[config.mk]
export PLATFORM = sky130hd
export DESIGN_NAME = ucs_suspend_ctrl
export DESIGN_NICKNAME = d
export VERILOG_FILES = /design/src/logic/ucs_pkg.sv /design/src/logic/ucs_fifo.sv /design/src/logic/ucs_suspend_ctrl.sv
export VERILOG_INCLUDE_DIRS = /design/src /design/src/logic
export SDC_FILE = /design/constraint.sdc
export NUM_CORES = 2
export LEC_CHECK = 0
export ABC_AREA = 1
export BUFFER_PORTS_ARGS = -buffer_cell sky130_fd_sc_hd__buf_2
export CORE_ASPECT_RATIO = 0.75
export CORE_MARGIN = 2
export CORE_UTILIZATION = 39
export DETAILED_ROUTE_END_ITERATION = 12
export SETUP_SLACK_MARGIN = 0.2
export SYNTH_ARGS = -nofsm -noshare
export SYNTH_HDL_FRONTEND = slang
export SYNTH_HIERARCHICAL = 1
export SYNTH_SLANG_ARGS = --single-unit
[constraint.sdc]
create_clock -name clk_in -period 2.1 [get_ports clk_in]
set_input_delay 0.21 -clock clk_in [delete_from_list [all_inputs] [get_ports clk_in]]
set_output_delay 0.21 -clock clk_in [all_outputs]
set_load 0.05 [all_outputs]
[src/logic/ucs_map.svh]
// Constants for the composite suspend controller: offsets, timings, sizes
`ifndef UCS_MAP_SVH
`define UCS_MAP_SVH

// ****************************************
// Clock and timing
// ****************************************
`define UCS_CLK_MHZ 40
`define UCS_SUSPEND_IDLE_US 3000
`define UCS_WAKE_DRIVE_US 2000
`define UCS_SUSPEND_IDLE_CYCLES (`UCS_SUSPEND_IDLE_US * `UCS_CLK_MHZ)
`define UCS_WAKE_DRIVE_CYCLES (`UCS_WAKE_DRIVE_US * `UCS_CLK_MHZ)
`define UCS_TIMER_W 17

// ****************************************
// Buffers and storage
// ****************************************
`define UCS_UART_BUF_DEPTH 64
`define UCS_UART_BUF_TOTAL 128
`define UCS_BYTE_W 8
`define UCS_DESC_DEPTH 64
`define UCS_DESC_AW 6

// ****************************************
// Endpoints and descriptor offsets
// ****************************************
`define UCS_EP_CDC_DATA 4'h2
`define UCS_EP_HID 4'h3
`define UCS_DESC_VID_LO 6'h00
`define UCS_DESC_VID_HI 6'h01
`define UCS_DESC_PID_LO 6'h02
`define UCS_DESC_PID_HI 6'h03

`endif

[src/logic/ucs_pkg.sv]
// Types for the composite suspend controller
package ucs_pkg;

  typedef enum logic [1:0] {
    ST_ACTIVE = 2'b00,
    ST_SUSPEND = 2'b01,
    ST_WAKE = 2'b10
  } ucs_link_state_t;

  typedef enum logic [1:0] {
    IF_NONE = 2'b00,
    IF_CDC = 2'b01,
    IF_HID = 2'b10
  } ucs_iface_t;

  typedef enum logic [1:0] {
    EDGE_NONE = 2'b00,
    EDGE_POS = 2'b01,
    EDGE_NEG = 2'b10,
    EDGE_BOTH = 2'b11
  } ucs_edge_sel_t;

endpackage

[src/logic/ucs_fifo.sv]
// Byte FIFO with valid/ready on both sides, flip-flop storage
`timescale 1ns/1ps
`default_nettype none

module ucs_fifo #(
  parameter int WIDTH = 8,
  parameter int DEPTH = 64
) (
  // Clock and reset
  input wire logic clk_in,
  input wire logic sys_rst_in,
  // Fill side
  input wire logic wr_valid_in,
  input wire logic [WIDTH-1:0] wr_data_in,
  output logic wr_ready_out,
  // Drain side
  output logic rd_valid_out,
  output logic [WIDTH-1:0] rd_data_out,
  input wire logic rd_ready_in
);

  // DEPTH must be a power of two; pointers carry one wrap bit
  localparam int AW = $clog2(DEPTH);

  typedef struct packed {
    logic [DEPTH-1:0][WIDTH-1:0] mem;
    logic [AW:0] wp;
    logic [AW:0] rp;
  } ucs_fifo_state_t;

  ucs_fifo_state_t s;
  ucs_fifo_state_t next_s;
  logic full;
  logic empty;

  assign full = (s.wp[AW] != s.rp[AW]) && (s.wp[AW-1:0] == s.rp[AW-1:0]);
  assign empty = (s.wp == s.rp);
  assign wr_ready_out = !full;
  assign rd_valid_out = !empty;
  assign rd_data_out = s.mem[s.rp[AW-1:0]];

  always_comb begin
    next_s = s;
    if (wr_valid_in && !full) begin
      next_s.mem[s.wp[AW-1:0]] = wr_data_in;
      next_s.wp = s.wp + 1'b1;
    end
    if (rd_ready_in && !empty) begin
      next_s.rp = s.rp + 1'b1;
    end
  end

  always_ff @(posedge clk_in) begin
    if (sys_rst_in) begin
      s <= '0;
    end else begin
      s <= next_s;
    end
  end

endmodule

`default_nettype wire

[src/logic/ucs_suspend_ctrl.sv]
// Composite USB function: CDC/HID routing, UART buffers, descriptors, suspend control
// Contract
// - Routes traffic as one composite function: CDC endpoint to UART, HID endpoint aside.
// - UART path buffered by 64-byte transmit and 64-byte receive buffers.
// - Host writes descriptor bytes, including vendor and product ids, into local storage.
// - Suspend state is entered when suspend signalling is seen on the bus.
// - Suspend ends on observed resume or on self-driven remote wake-up.
// - Suspend ends when a bus reset is detected.
// - Suspend ends on any device-level reset.
// - Data-line pull-up stays enabled during suspend.
// - Remote wake-up only from the edge detector on general pin one.
// - Suspend indicator follows state, default active low while suspended.
// - Configured indicator low after reset, high when configured, low in suspend.
`timescale 1ns/1ps
`default_nettype none
`include "ucs_map.svh"

module ucs_suspend_ctrl #(
  parameter logic [`UCS_TIMER_W-1:0] SUSPEND_IDLE_CYCLES =
    `UCS_TIMER_W'(`UCS_SUSPEND_IDLE_CYCLES),
  parameter logic [`UCS_TIMER_W-1:0] WAKE_DRIVE_CYCLES =
    `UCS_TIMER_W'(`UCS_WAKE_DRIVE_CYCLES)
) (
  // Clock and reset
  input wire logic clk_in,
  input wire logic sys_rst_in,
  // Bus line events from transceiver (asynchronous levels, double-registered); configured strobe sampled directly
  input wire logic bus_activity_in,
  input wire logic bus_reset_in,
  input wire logic resume_in,
  input wire logic host_configured_in,
  // Host OUT data
  input wire logic host_valid_in,
  input wire logic [3:0] host_ep_in,
  input wire logic [`UCS_BYTE_W-1:0] host_data_in,
  output logic host_ready_out,
  output logic hid_valid_out,
  output logic [`UCS_BYTE_W-1:0] hid_data_out,
  // UART transmit side
  output logic uart_tx_valid_out,
  output logic [`UCS_BYTE_W-1:0] uart_tx_data_out,
  input wire logic uart_tx_ready_in,
  // UART receive side and CDC IN data
  input wire logic uart_rx_valid_in,
  input wire logic [`UCS_BYTE_W-1:0] uart_rx_data_in,
  output logic uart_rx_ready_out,
  output logic cdc_in_valid_out,
  output logic [`UCS_BYTE_W-1:0] cdc_in_data_out,
  input wire logic cdc_in_ready_in,
  // Descriptor storage
  input wire logic desc_wr_en_in,
  input wire logic [`UCS_DESC_AW-1:0] desc_addr_in,
  input wire logic [`UCS_BYTE_W-1:0] desc_wr_data_in,
  output logic [`UCS_BYTE_W-1:0] desc_rd_data_out,
  output logic [15:0] vid_out,
  output logic [15:0] pid_out,
  // Remote wake-up
  input wire logic general_pin_one_in,
  input wire logic [1:0] wake_edge_sel_in,
  input wire logic wake_flag_clear_in,
  input wire logic remote_wake_en_in,
  output logic wake_flag_out,
  output logic resume_drive_out,
  // Indicator pins and line control
  input wire logic suspend_ind_en_in,
  input wire logic suspend_active_high_in,
  input wire logic cfg_ind_en_in,
  output logic suspend_indicator_pin_out,
  output logic suspend_indicator_pin_oe_out,
  output logic configured_indicator_pin_out,
  output logic configured_indicator_pin_oe_out,
  output logic pullup_enable_out,
  output logic suspended_out
);

  // ****************************************
  // State
  // ****************************************
  typedef struct packed {
    ucs_pkg::ucs_link_state_t state;
    logic [`UCS_TIMER_W-1:0] idle_cnt;
    logic [`UCS_TIMER_W-1:0] wake_cnt;
    logic configured;
    logic wake_flag;
    logic gp1_meta;
    logic gp1_sync;
    logic gp1_prev;
    logic act_meta;
    logic act_sync;
    logic rst_meta;
    logic rst_sync;
    logic res_meta;
    logic res_sync;
    logic hid_valid;
    logic [`UCS_BYTE_W-1:0] hid_data;
    logic [`UCS_DESC_DEPTH-1:0][`UCS_BYTE_W-1:0] desc_mem;
    logic [`UCS_BYTE_W-1:0] desc_rd;
    logic susp_pin;
    logic cfg_pin;
  } ucs_ctrl_state_t;

  ucs_ctrl_state_t s;
  ucs_ctrl_state_t next_s;
  logic tx_wr_ready;
  logic rise;
  logic fall;
  logic edge_hit;
  logic bus_busy;
  logic next_suspended;

  function automatic ucs_pkg::ucs_iface_t ucs_ep_kind(input logic [3:0] ep);
    if (ep == `UCS_EP_CDC_DATA) begin
      return ucs_pkg::IF_CDC;
    end else if (ep == `UCS_EP_HID) begin
      return ucs_pkg::IF_HID;
    end
    return ucs_pkg::IF_NONE;
  endfunction

  // ****************************************
  // UART buffers
  // ****************************************
  ucs_fifo #(.WIDTH(`UCS_BYTE_W), .DEPTH(`UCS_UART_BUF_DEPTH)) u_tx_fifo (
    .clk_in(clk_in),
    .sys_rst_in(sys_rst_in),
    .wr_valid_in(host_valid_in && (ucs_ep_kind(host_ep_in) == ucs_pkg::IF_CDC)),
    .wr_data_in(host_data_in),
    .wr_ready_out(tx_wr_ready),
    .rd_valid_out(uart_tx_valid_out),
    .rd_data_out(uart_tx_data_out),
    .rd_ready_in(uart_tx_ready_in)
  );

  ucs_fifo #(.WIDTH(`UCS_BYTE_W), .DEPTH(`UCS_UART_BUF_DEPTH)) u_rx_fifo (
    .clk_in(clk_in),
    .sys_rst_in(sys_rst_in),
    .wr_valid_in(uart_rx_valid_in),
    .wr_data_in(uart_rx_data_in),
    .wr_ready_out(uart_rx_ready_out),
    .rd_valid_out(cdc_in_valid_out),
    .rd_data_out(cdc_in_data_out),
    .rd_ready_in(cdc_in_ready_in)
  );

  // Back-pressure only on the CDC path; HID bytes are always taken
  assign host_ready_out = (ucs_ep_kind(host_ep_in) == ucs_pkg::IF_CDC) ? tx_wr_ready : 1'b1;

  // ****************************************
  // Next state
  // ****************************************
  assign rise = s.gp1_sync && !s.gp1_prev;
  assign fall = !s.gp1_sync && s.gp1_prev;
  assign edge_hit = (wake_edge_sel_in[0] && rise) || (wake_edge_sel_in[1] && fall);
  assign bus_busy = s.act_sync || s.rst_sync || s.res_sync;

  always_comb begin
    next_s = s;
    next_s.gp1_meta = general_pin_one_in;
    next_s.gp1_sync = s.gp1_meta;
    next_s.gp1_prev = s.gp1_sync;
    next_s.act_meta = bus_activity_in;
    next_s.act_sync = s.act_meta;
    next_s.rst_meta = bus_reset_in;
    next_s.rst_sync = s.rst_meta;
    next_s.res_meta = resume_in;
    next_s.res_sync = s.res_meta;
    // Edge arriving with a clear still lands in the flag
    if (wake_flag_clear_in) begin
      next_s.wake_flag = 1'b0;
    end
    if (edge_hit) begin
      next_s.wake_flag = 1'b1;
    end
    if (host_configured_in) begin
      next_s.configured = 1'b1;
    end
    if (s.rst_sync) begin
      next_s.configured = 1'b0;
    end
    next_s.hid_valid = host_valid_in && (ucs_ep_kind(host_ep_in) == ucs_pkg::IF_HID);
    if (next_s.hid_valid) begin
      next_s.hid_data = host_data_in;
    end
    if (desc_wr_en_in) begin
      next_s.desc_mem[desc_addr_in] = desc_wr_data_in;
    end
    next_s.desc_rd = s.desc_mem[desc_addr_in];
    if (bus_busy) begin
      next_s.idle_cnt = '0;
    end else if (s.idle_cnt != SUSPEND_IDLE_CYCLES) begin
      next_s.idle_cnt = s.idle_cnt + 1'b1;
    end
    unique case (s.state)
      ucs_pkg::ST_ACTIVE: begin
        if (!bus_busy && s.idle_cnt == SUSPEND_IDLE_CYCLES - 1'b1) begin
          next_s.state = ucs_pkg::ST_SUSPEND;
        end
      end
      ucs_pkg::ST_SUSPEND: begin
        if (s.rst_sync || s.res_sync) begin
          next_s.state = ucs_pkg::ST_ACTIVE;
        end else if (edge_hit && remote_wake_en_in) begin
          next_s.state = ucs_pkg::ST_WAKE;
          next_s.wake_cnt = '0;
        end
      end
      ucs_pkg::ST_WAKE: begin
        next_s.idle_cnt = '0;
        next_s.wake_cnt = s.wake_cnt + 1'b1;
        if (s.rst_sync || s.wake_cnt == WAKE_DRIVE_CYCLES - 1'b1) begin
          next_s.state = ucs_pkg::ST_ACTIVE;
        end
      end
      default: begin
        next_s.state = ucs_pkg::ST_ACTIVE;
      end
    endcase
    next_suspended = (next_s.state == ucs_pkg::ST_SUSPEND);
    next_s.susp_pin = next_suspended ? suspend_active_high_in : !suspend_active_high_in;
    next_s.cfg_pin = next_s.configured && !next_suspended;
  end

  // Reset returns to the active state, so suspend always ends here
  always_ff @(posedge clk_in) begin
    if (sys_rst_in) begin
      s <= '0;
    end else begin
      s <= next_s;
    end
  end

  // ****************************************
  // Outputs
  // ****************************************
  assign hid_valid_out = s.hid_valid;
  assign hid_data_out = s.hid_data;
  assign desc_rd_data_out = s.desc_rd;
  assign vid_out = {s.desc_mem[`UCS_DESC_VID_HI], s.desc_mem[`UCS_DESC_VID_LO]};
  assign pid_out = {s.desc_mem[`UCS_DESC_PID_HI], s.desc_mem[`UCS_DESC_PID_LO]};
  assign wake_flag_out = s.wake_flag;
  assign resume_drive_out = (s.state == ucs_pkg::ST_WAKE);
  assign suspended_out = (s.state == ucs_pkg::ST_SUSPEND);
  assign suspend_indicator_pin_out = s.susp_pin;
  assign suspend_indicator_pin_oe_out = suspend_ind_en_in;
  assign configured_indicator_pin_out = s.cfg_pin;
  assign configured_indicator_pin_oe_out = cfg_ind_en_in;
  // Host must keep seeing the device attached, suspended or not
  assign pullup_enable_out = 1'b1;
endmodule

`default_nettype wire

# After elaboration in Yosys (flattened, before gate mapping)
# Index checks and enable logic that the tools add are counted.
# Widths: inputs -> output; s select.
# word_totals
word_cells,318
output_inout_bits,77
inputBits,53
ff_bits,1630
# classes
eq_ne,18
n_reduce_logical,37
addsub,6
order_cmp,8
muxes,34
# op_table
operator,count
$bwmux 512,3
$bmux 8 s6,3
$demux 8 s6,3
$mux 8,6
$lt 6x7->1 const B,5
$add 17x1->17 const B,2
$eq 17x17->1 const B,2
$mux 17,2
$pmux 17 s2,1
$add 7x1->7 const B,4
$ge 6x1->1 const B,3
$logic_and 1x1->1,18
$ne 17x17->1 const B,1
$eq 7x7->1,2
$mux 2,7
$eq 6x6->1,2
$logic_not 1->1,9
$eq 4x2->1 const B,2
$mux 1,8
$eq 2x1->1 const B,3
$pmux 2 s3,1
$logic_or 1x1->1,5
$eq 2x2->1 const B,2
$reduce_bool 2->1,2
6 further kinds,7

# Longest topological paths before layout
# depth
depth_word,11
depth_mapped,15
mapped_depth_nobuf,12

# Cells and area by module
# Netlist, hierarchy kept.
# modules_own_cells
module,seq_area_each_um2,area_each_um2,instances,cells_each
ucs_fifo,10530.1,27770.4,2,4532
ucs_suspend_ctrl,11571.1,26426.6,1,3795

# Worst setup path after synthesis
# No wires, ideal clock.
# synth_path
kind,register -> output
start,reg u_tx_fifo/s[0] (netlist bit)
end,out host_ready_out
t_arrival_ns,1.862
path_buffers,4
path_stages_with_launch,11
required_ns,1.890
slack_ns,0.028
path_cell_list,dfxtp_1 buf_2 inv_1 nand2_1 nand2_1 nor2_2 nand4_4 buf_6 buf_6 buf_2 or2_2
# synth_via
elab_chain_len,4
# synth_lines
item,line_no,text
from (decl),ucs_fifo.sv:31,ucs_fifo_state_t s;
from (signal assigned),ucs_fifo.sv:57,s <= next_s;
$eq 6x6->1,ucs_fifo.sv:36,assign full = (s.wp[AW] != s.rp[AW]) && (s.wp[AW-1:0] == s.rp[AW-1:0]);
$logic_and 1x1->1,ucs_fifo.sv:36,
$logic_not 1->1,ucs_fifo.sv:38,assign wr_ready_out = !full;
net tx_wr_ready,ucs_suspend_ctrl.sv:104,logic tx_wr_ready;
$mux 1,ucs_suspend_ctrl.sv:146,assign host_ready_out = (ucs_ep_kind(host_ep_in) == ucs_pkg::IF_CDC) ? tx_wr_ready : 1'b1;
to (decl),ucs_suspend_ctrl.sv:36,"output logic host_ready_out,"
# The timed path passes the listed nets, and every way through them passes these cells.

# Worst setup path in the final report
# layout_path
start,reg u_rx_fifo/s[0] (netlist bit)
end,out cdc_in_data_out[1]
# layout_via
elab_chain_len,2
# layout_lines
item,line_no,text
from (decl),ucs_fifo.sv:31,
from (signal assigned),ucs_fifo.sv:57,
$bmux 8 s6,ucs_fifo.sv:40,assign rd_data_out = s.mem[s.rp[AW-1:0]];
$mux 8 (implied by the code),ucs_fifo.sv:40,
to (decl),ucs_suspend_ctrl.sv:48,"output logic [`UCS_BYTE_W-1:0] cdc_in_data_out,"
# No other way between the ends. The select of a mux whose other input is x is not followed.

==> flow_summary_export.csv <==
group,metric,value,unit
timing,unrepaired_setup_endpoints_after_global_routing,"yes",
layout,mostFrequentLayoutCell,"sky130_fd_sc_hd__nand2_1",
place,port-buffer-count,124,
clock_network,cts_made_buffers,182,
logic_synthesis,synth_area_per_cell,6.37,um^2
logic_synthesis,ys_warn_count,6,
drt,route.final.wire_length,273,mm
logic_synthesis,fraction_of_the_yosys_area_taken_by_sequential_cells,39.8,%
logic_synthesis,yosysUniqueCellTypes,44,
run,maxCapViolations,0,
floorplan,fp.coreArea,209000,um^2
global_routing,groute.usage.overall,23.9,%
critical_path,critical_path.max_fanout,15,
place,dp_hpwl,169,mm
timing,finalClockSkew,0.0735,ns
global_routing,met3_capacity_usage_during_global_routing,4.71,%
global_routing,grt_max_degree,103,
global_routing,global_route.overflow_total,0,
timing,finalSetupTns,-124.66,ns
global_routing,groute.layer.met1.usage,36.2,%
timing,fin_crit,2.94,ns
logic_synthesis,syn-num-nets,12900,
clock_network,htree_num_levels,4,
timing,timing.fmax,340,MHz
layout,final_layout_size_suffix_gt1_share,12.4,%
critical_path,setup.worst_path.start_class,"flip-flop",
clock_network,clk_transition_reported_paths,0.06,ns
drt,antenna_left,0,
timing,worst_slack,-0.841,ns
layout,num-nets-final,13100,
layout,area_growth,20.2,%
timing,max_slew_margin,48.9,%
drt,post_drt_via_cell_ratio,4.98,
timing,worst_margin_pin_slew,0.767,ns
clock_network,clock_tree.root_cell,"sky130_fd_sc_hd__clkbuf_16",
clock_network,cts_tree,"yes",
logic_synthesis,synth.cell_area,82000,um^2
critical_path,worst_ep_arrival_time,2.73,ns
drt,drt_first_iter_violations,8301,
floorplan,io-pin-count,130,
global_routing,top_usage_layer,"met1",
drt,drc_errors,0,
critical_path,required_time_of_the_critical_path,1.89,ns
pwr,power_leakage,45.0,nW
floorplan,die-area,214000,um^2
floorplan,floorplan.initialDensity,39.3,%
layout,mostFrequentLayoutCells,"sky130_fd_sc_hd__nand2_1 (3323), sky130_fd_sc_hd__nor2_1 (2629), sky130_fd_sc_hd__dfxtp_1 (1621), sky130_fd_sc_hd__inv_1 (1346), sky130_fd_sc_hd__o21ai_0 (807)",
pwr,worst_case_vdd_ir_drop,597,uV
drt,dr.pass1.iters,8,
drt,wire_per_inst,17.1,um
status,outcome,"complete, but fails checks",
min_path,holdCritPathClass,"in2reg",
status,violations,"setup timing",
floorplan,num_rows,145,
logic_synthesis,postSynthCellCount,12900,
clock_network,worstSkewPairLatency,0.85,ns
clock_network,clkSinkCount,1630,
critical_path,timing.critical_path.to_type,"output port",
timing,timing_max_transition_violations_final,0,
global_routing,grt_first_pass_wirelength,412,mm
pwr,power_density,753,nW/um^2
logic_synthesis,yosys_register_bits,1630,
timing,finalSetupViolCount,843,
layout,fin_util,47.2,%
global_routing,gr_met2_demand_resource,34.1,%
floorplan,chipWidth,533,um
floorplan,die_height,401,um
global_routing,number_of_global_route_vias_before_repair,69900,
layout,fillers,21200,
critical_path,path_class,"reg2out",
clock_network,cts_buffer_depth,4,
global_routing,antenna_found_initial,1,
place,gp_congestion,0.901,
drt,routed-via-count,79300,
timing,final_hold_viol_count,0,
timing,fin_crit_sh,140,%
## where the power goes
| part | internal (mW) | switching, mW | total, mW |
|---|---|---|---|
| sequential | 31.1 | 0.126 | 31.2 |
| clock | 19.4 | 13.6 | 33.0 |
| combinational | 3.59 | 6.35 | 9.94 |
| total | 54.0 | 20.1 | 74.1 |
## area by class of cell
type,count,area (um^2),share of cell area (%)
flip-flops and latches,1630,32700,33.2
repair buffers,856,10100,10.2
multi-input cells,8902,40800,41.4
inverters,1441,5470,5.55
diodes,2,5.00,0.00508
clock inverters,57,798,0.810
clock buffers,256,5220,5.29
well taps,2793,3490,3.55
## path summary, 6_finish.rpt
| check | startpoint | to | slack (ns) | cells past startpoint |
|---|---|---|---|---|
| setup / recovery | u_rx_fifo/s[0]$_SDFFE_PP0P_ | cdc_in_data_out[1] | -0.84 | 11 |
| hold / removal | desc_addr_in[4] | desc_rd_data_out[2]$_SDFF_PP0_ | 0.08 | 5 |
| setup reg to reg | u_rx_fifo/s[0]$_SDFFE_PP0P_ | u_rx_fifo/s[40]$_SDFFE_PP0P_ | -0.33 | 16 |
| hold reg to reg | next_s[533]$_SDFF_PP0_ | s[533]$_SDFF_PP0_ | 0.40 | 2 |
## critical path, stage by stage, from the launching register on
cell,delay [ns]
sky130_fd_sc_hd__dfxtp_4,0.42
sky130_fd_sc_hd__clkbuf_16,0.19
sky130_fd_sc_hd__clkbuf_16,0.17
sky130_fd_sc_hd__o211ai_1,0.30
sky130_fd_sc_hd__nand2_1,0.14
sky130_fd_sc_hd__nand2_1,0.07
sky130_fd_sc_hd__nand2_1,0.06
sky130_fd_sc_hd__nor2_2,0.09
sky130_fd_sc_hd__nand2_2,0.07
sky130_fd_sc_hd__nand3_1,0.08
sky130_fd_sc_hd__nand2_2,0.11
sky130_fd_sc_hd__buf_8,0.17
## cells by family (layout without fill, tap and decap cells)
logic type	count (synthesis)	after routing	share of synthesized area, %
buf+inv	2358	2610	12.2
simple gates	7123	7154	36.6
other cells	1	3	0.00457
compound gates	1707	1707	10.9
xor+xnor	29	29	0.310
fa+ha+maj	11	11	0.168
flops	1630	1630	39.8
## metal layers
metal,vias to the layer above,share of wire (%)
li1,40100,-
met1,35900,48
met2,2911,41
met3,390,8.9
met4,0,2.3
met5,-,0
## registers in the layout, indices dropped and copies added (netlist names), 5 cells and up
signal / cells
desc_rd_data_out: 8
hid_data_out: 8
next_s: 5
pid_out: 16
s: 521
u_rx_fifo/s: 526
u_tx_fifo/s: 526
vid_out: 16
## stage by stage
stage / std cells / power (mW) / hold slack (ns) / instance area, um^2 / setup WS (ns)
detailed placement: 15500 / 40.3 / 0.395 / 88700 / -0.141
CTS: 15900 / 74.0 / 0.0232 / 96500 / -0.847
floorplan: 12900 / 36.8 / 0.317 / 82000 / 0.104
finish: 15900 / 74.1 / 0.0780 / 98500 / -0.841
global route: 15900 / 76.6 / 0.0654 / 98500 / -0.958
global placement: 15500 / 40.3 / 0.390 / 88700 / -0.139
## synthesized netlist by cell type (all sizes together)
cell type	number	area (um^2)
a211oi	1	7.51
a21oi	651	3270
a311oi	1	8.76
a31oi	1	6.26
and2	2	12.5
buf	497	3020
clkbuf	420	1580
clkinv	7	26.3
conb	1	3.75
dfxtp	1630	32600
ha	11	138
inv	1434	5400
nand2	3442	12900
nand3	727	4910
nand3b	7	52.6
nand4	190	1220
nor2	2715	10600
nor3	34	175
nor3b	2	15.0
nor4	1	6.26
o2111ai	1	8.76
o211ai	144	1080
o21ai	877	4390
o22ai	31	194
or2	3	18.8
xnor2	4	35.0
xor2	25	219
## timing repair
action,4_1_cts,5_1_grt
setup endpoints to repair,943,1076
resized for setup,200,240
cloned,22,47
hold buffers,45,0
setup buffers,24,25
hold endpoints to repair,930,0
pin swaps,47,94
(Power assumes the default switching activity.)
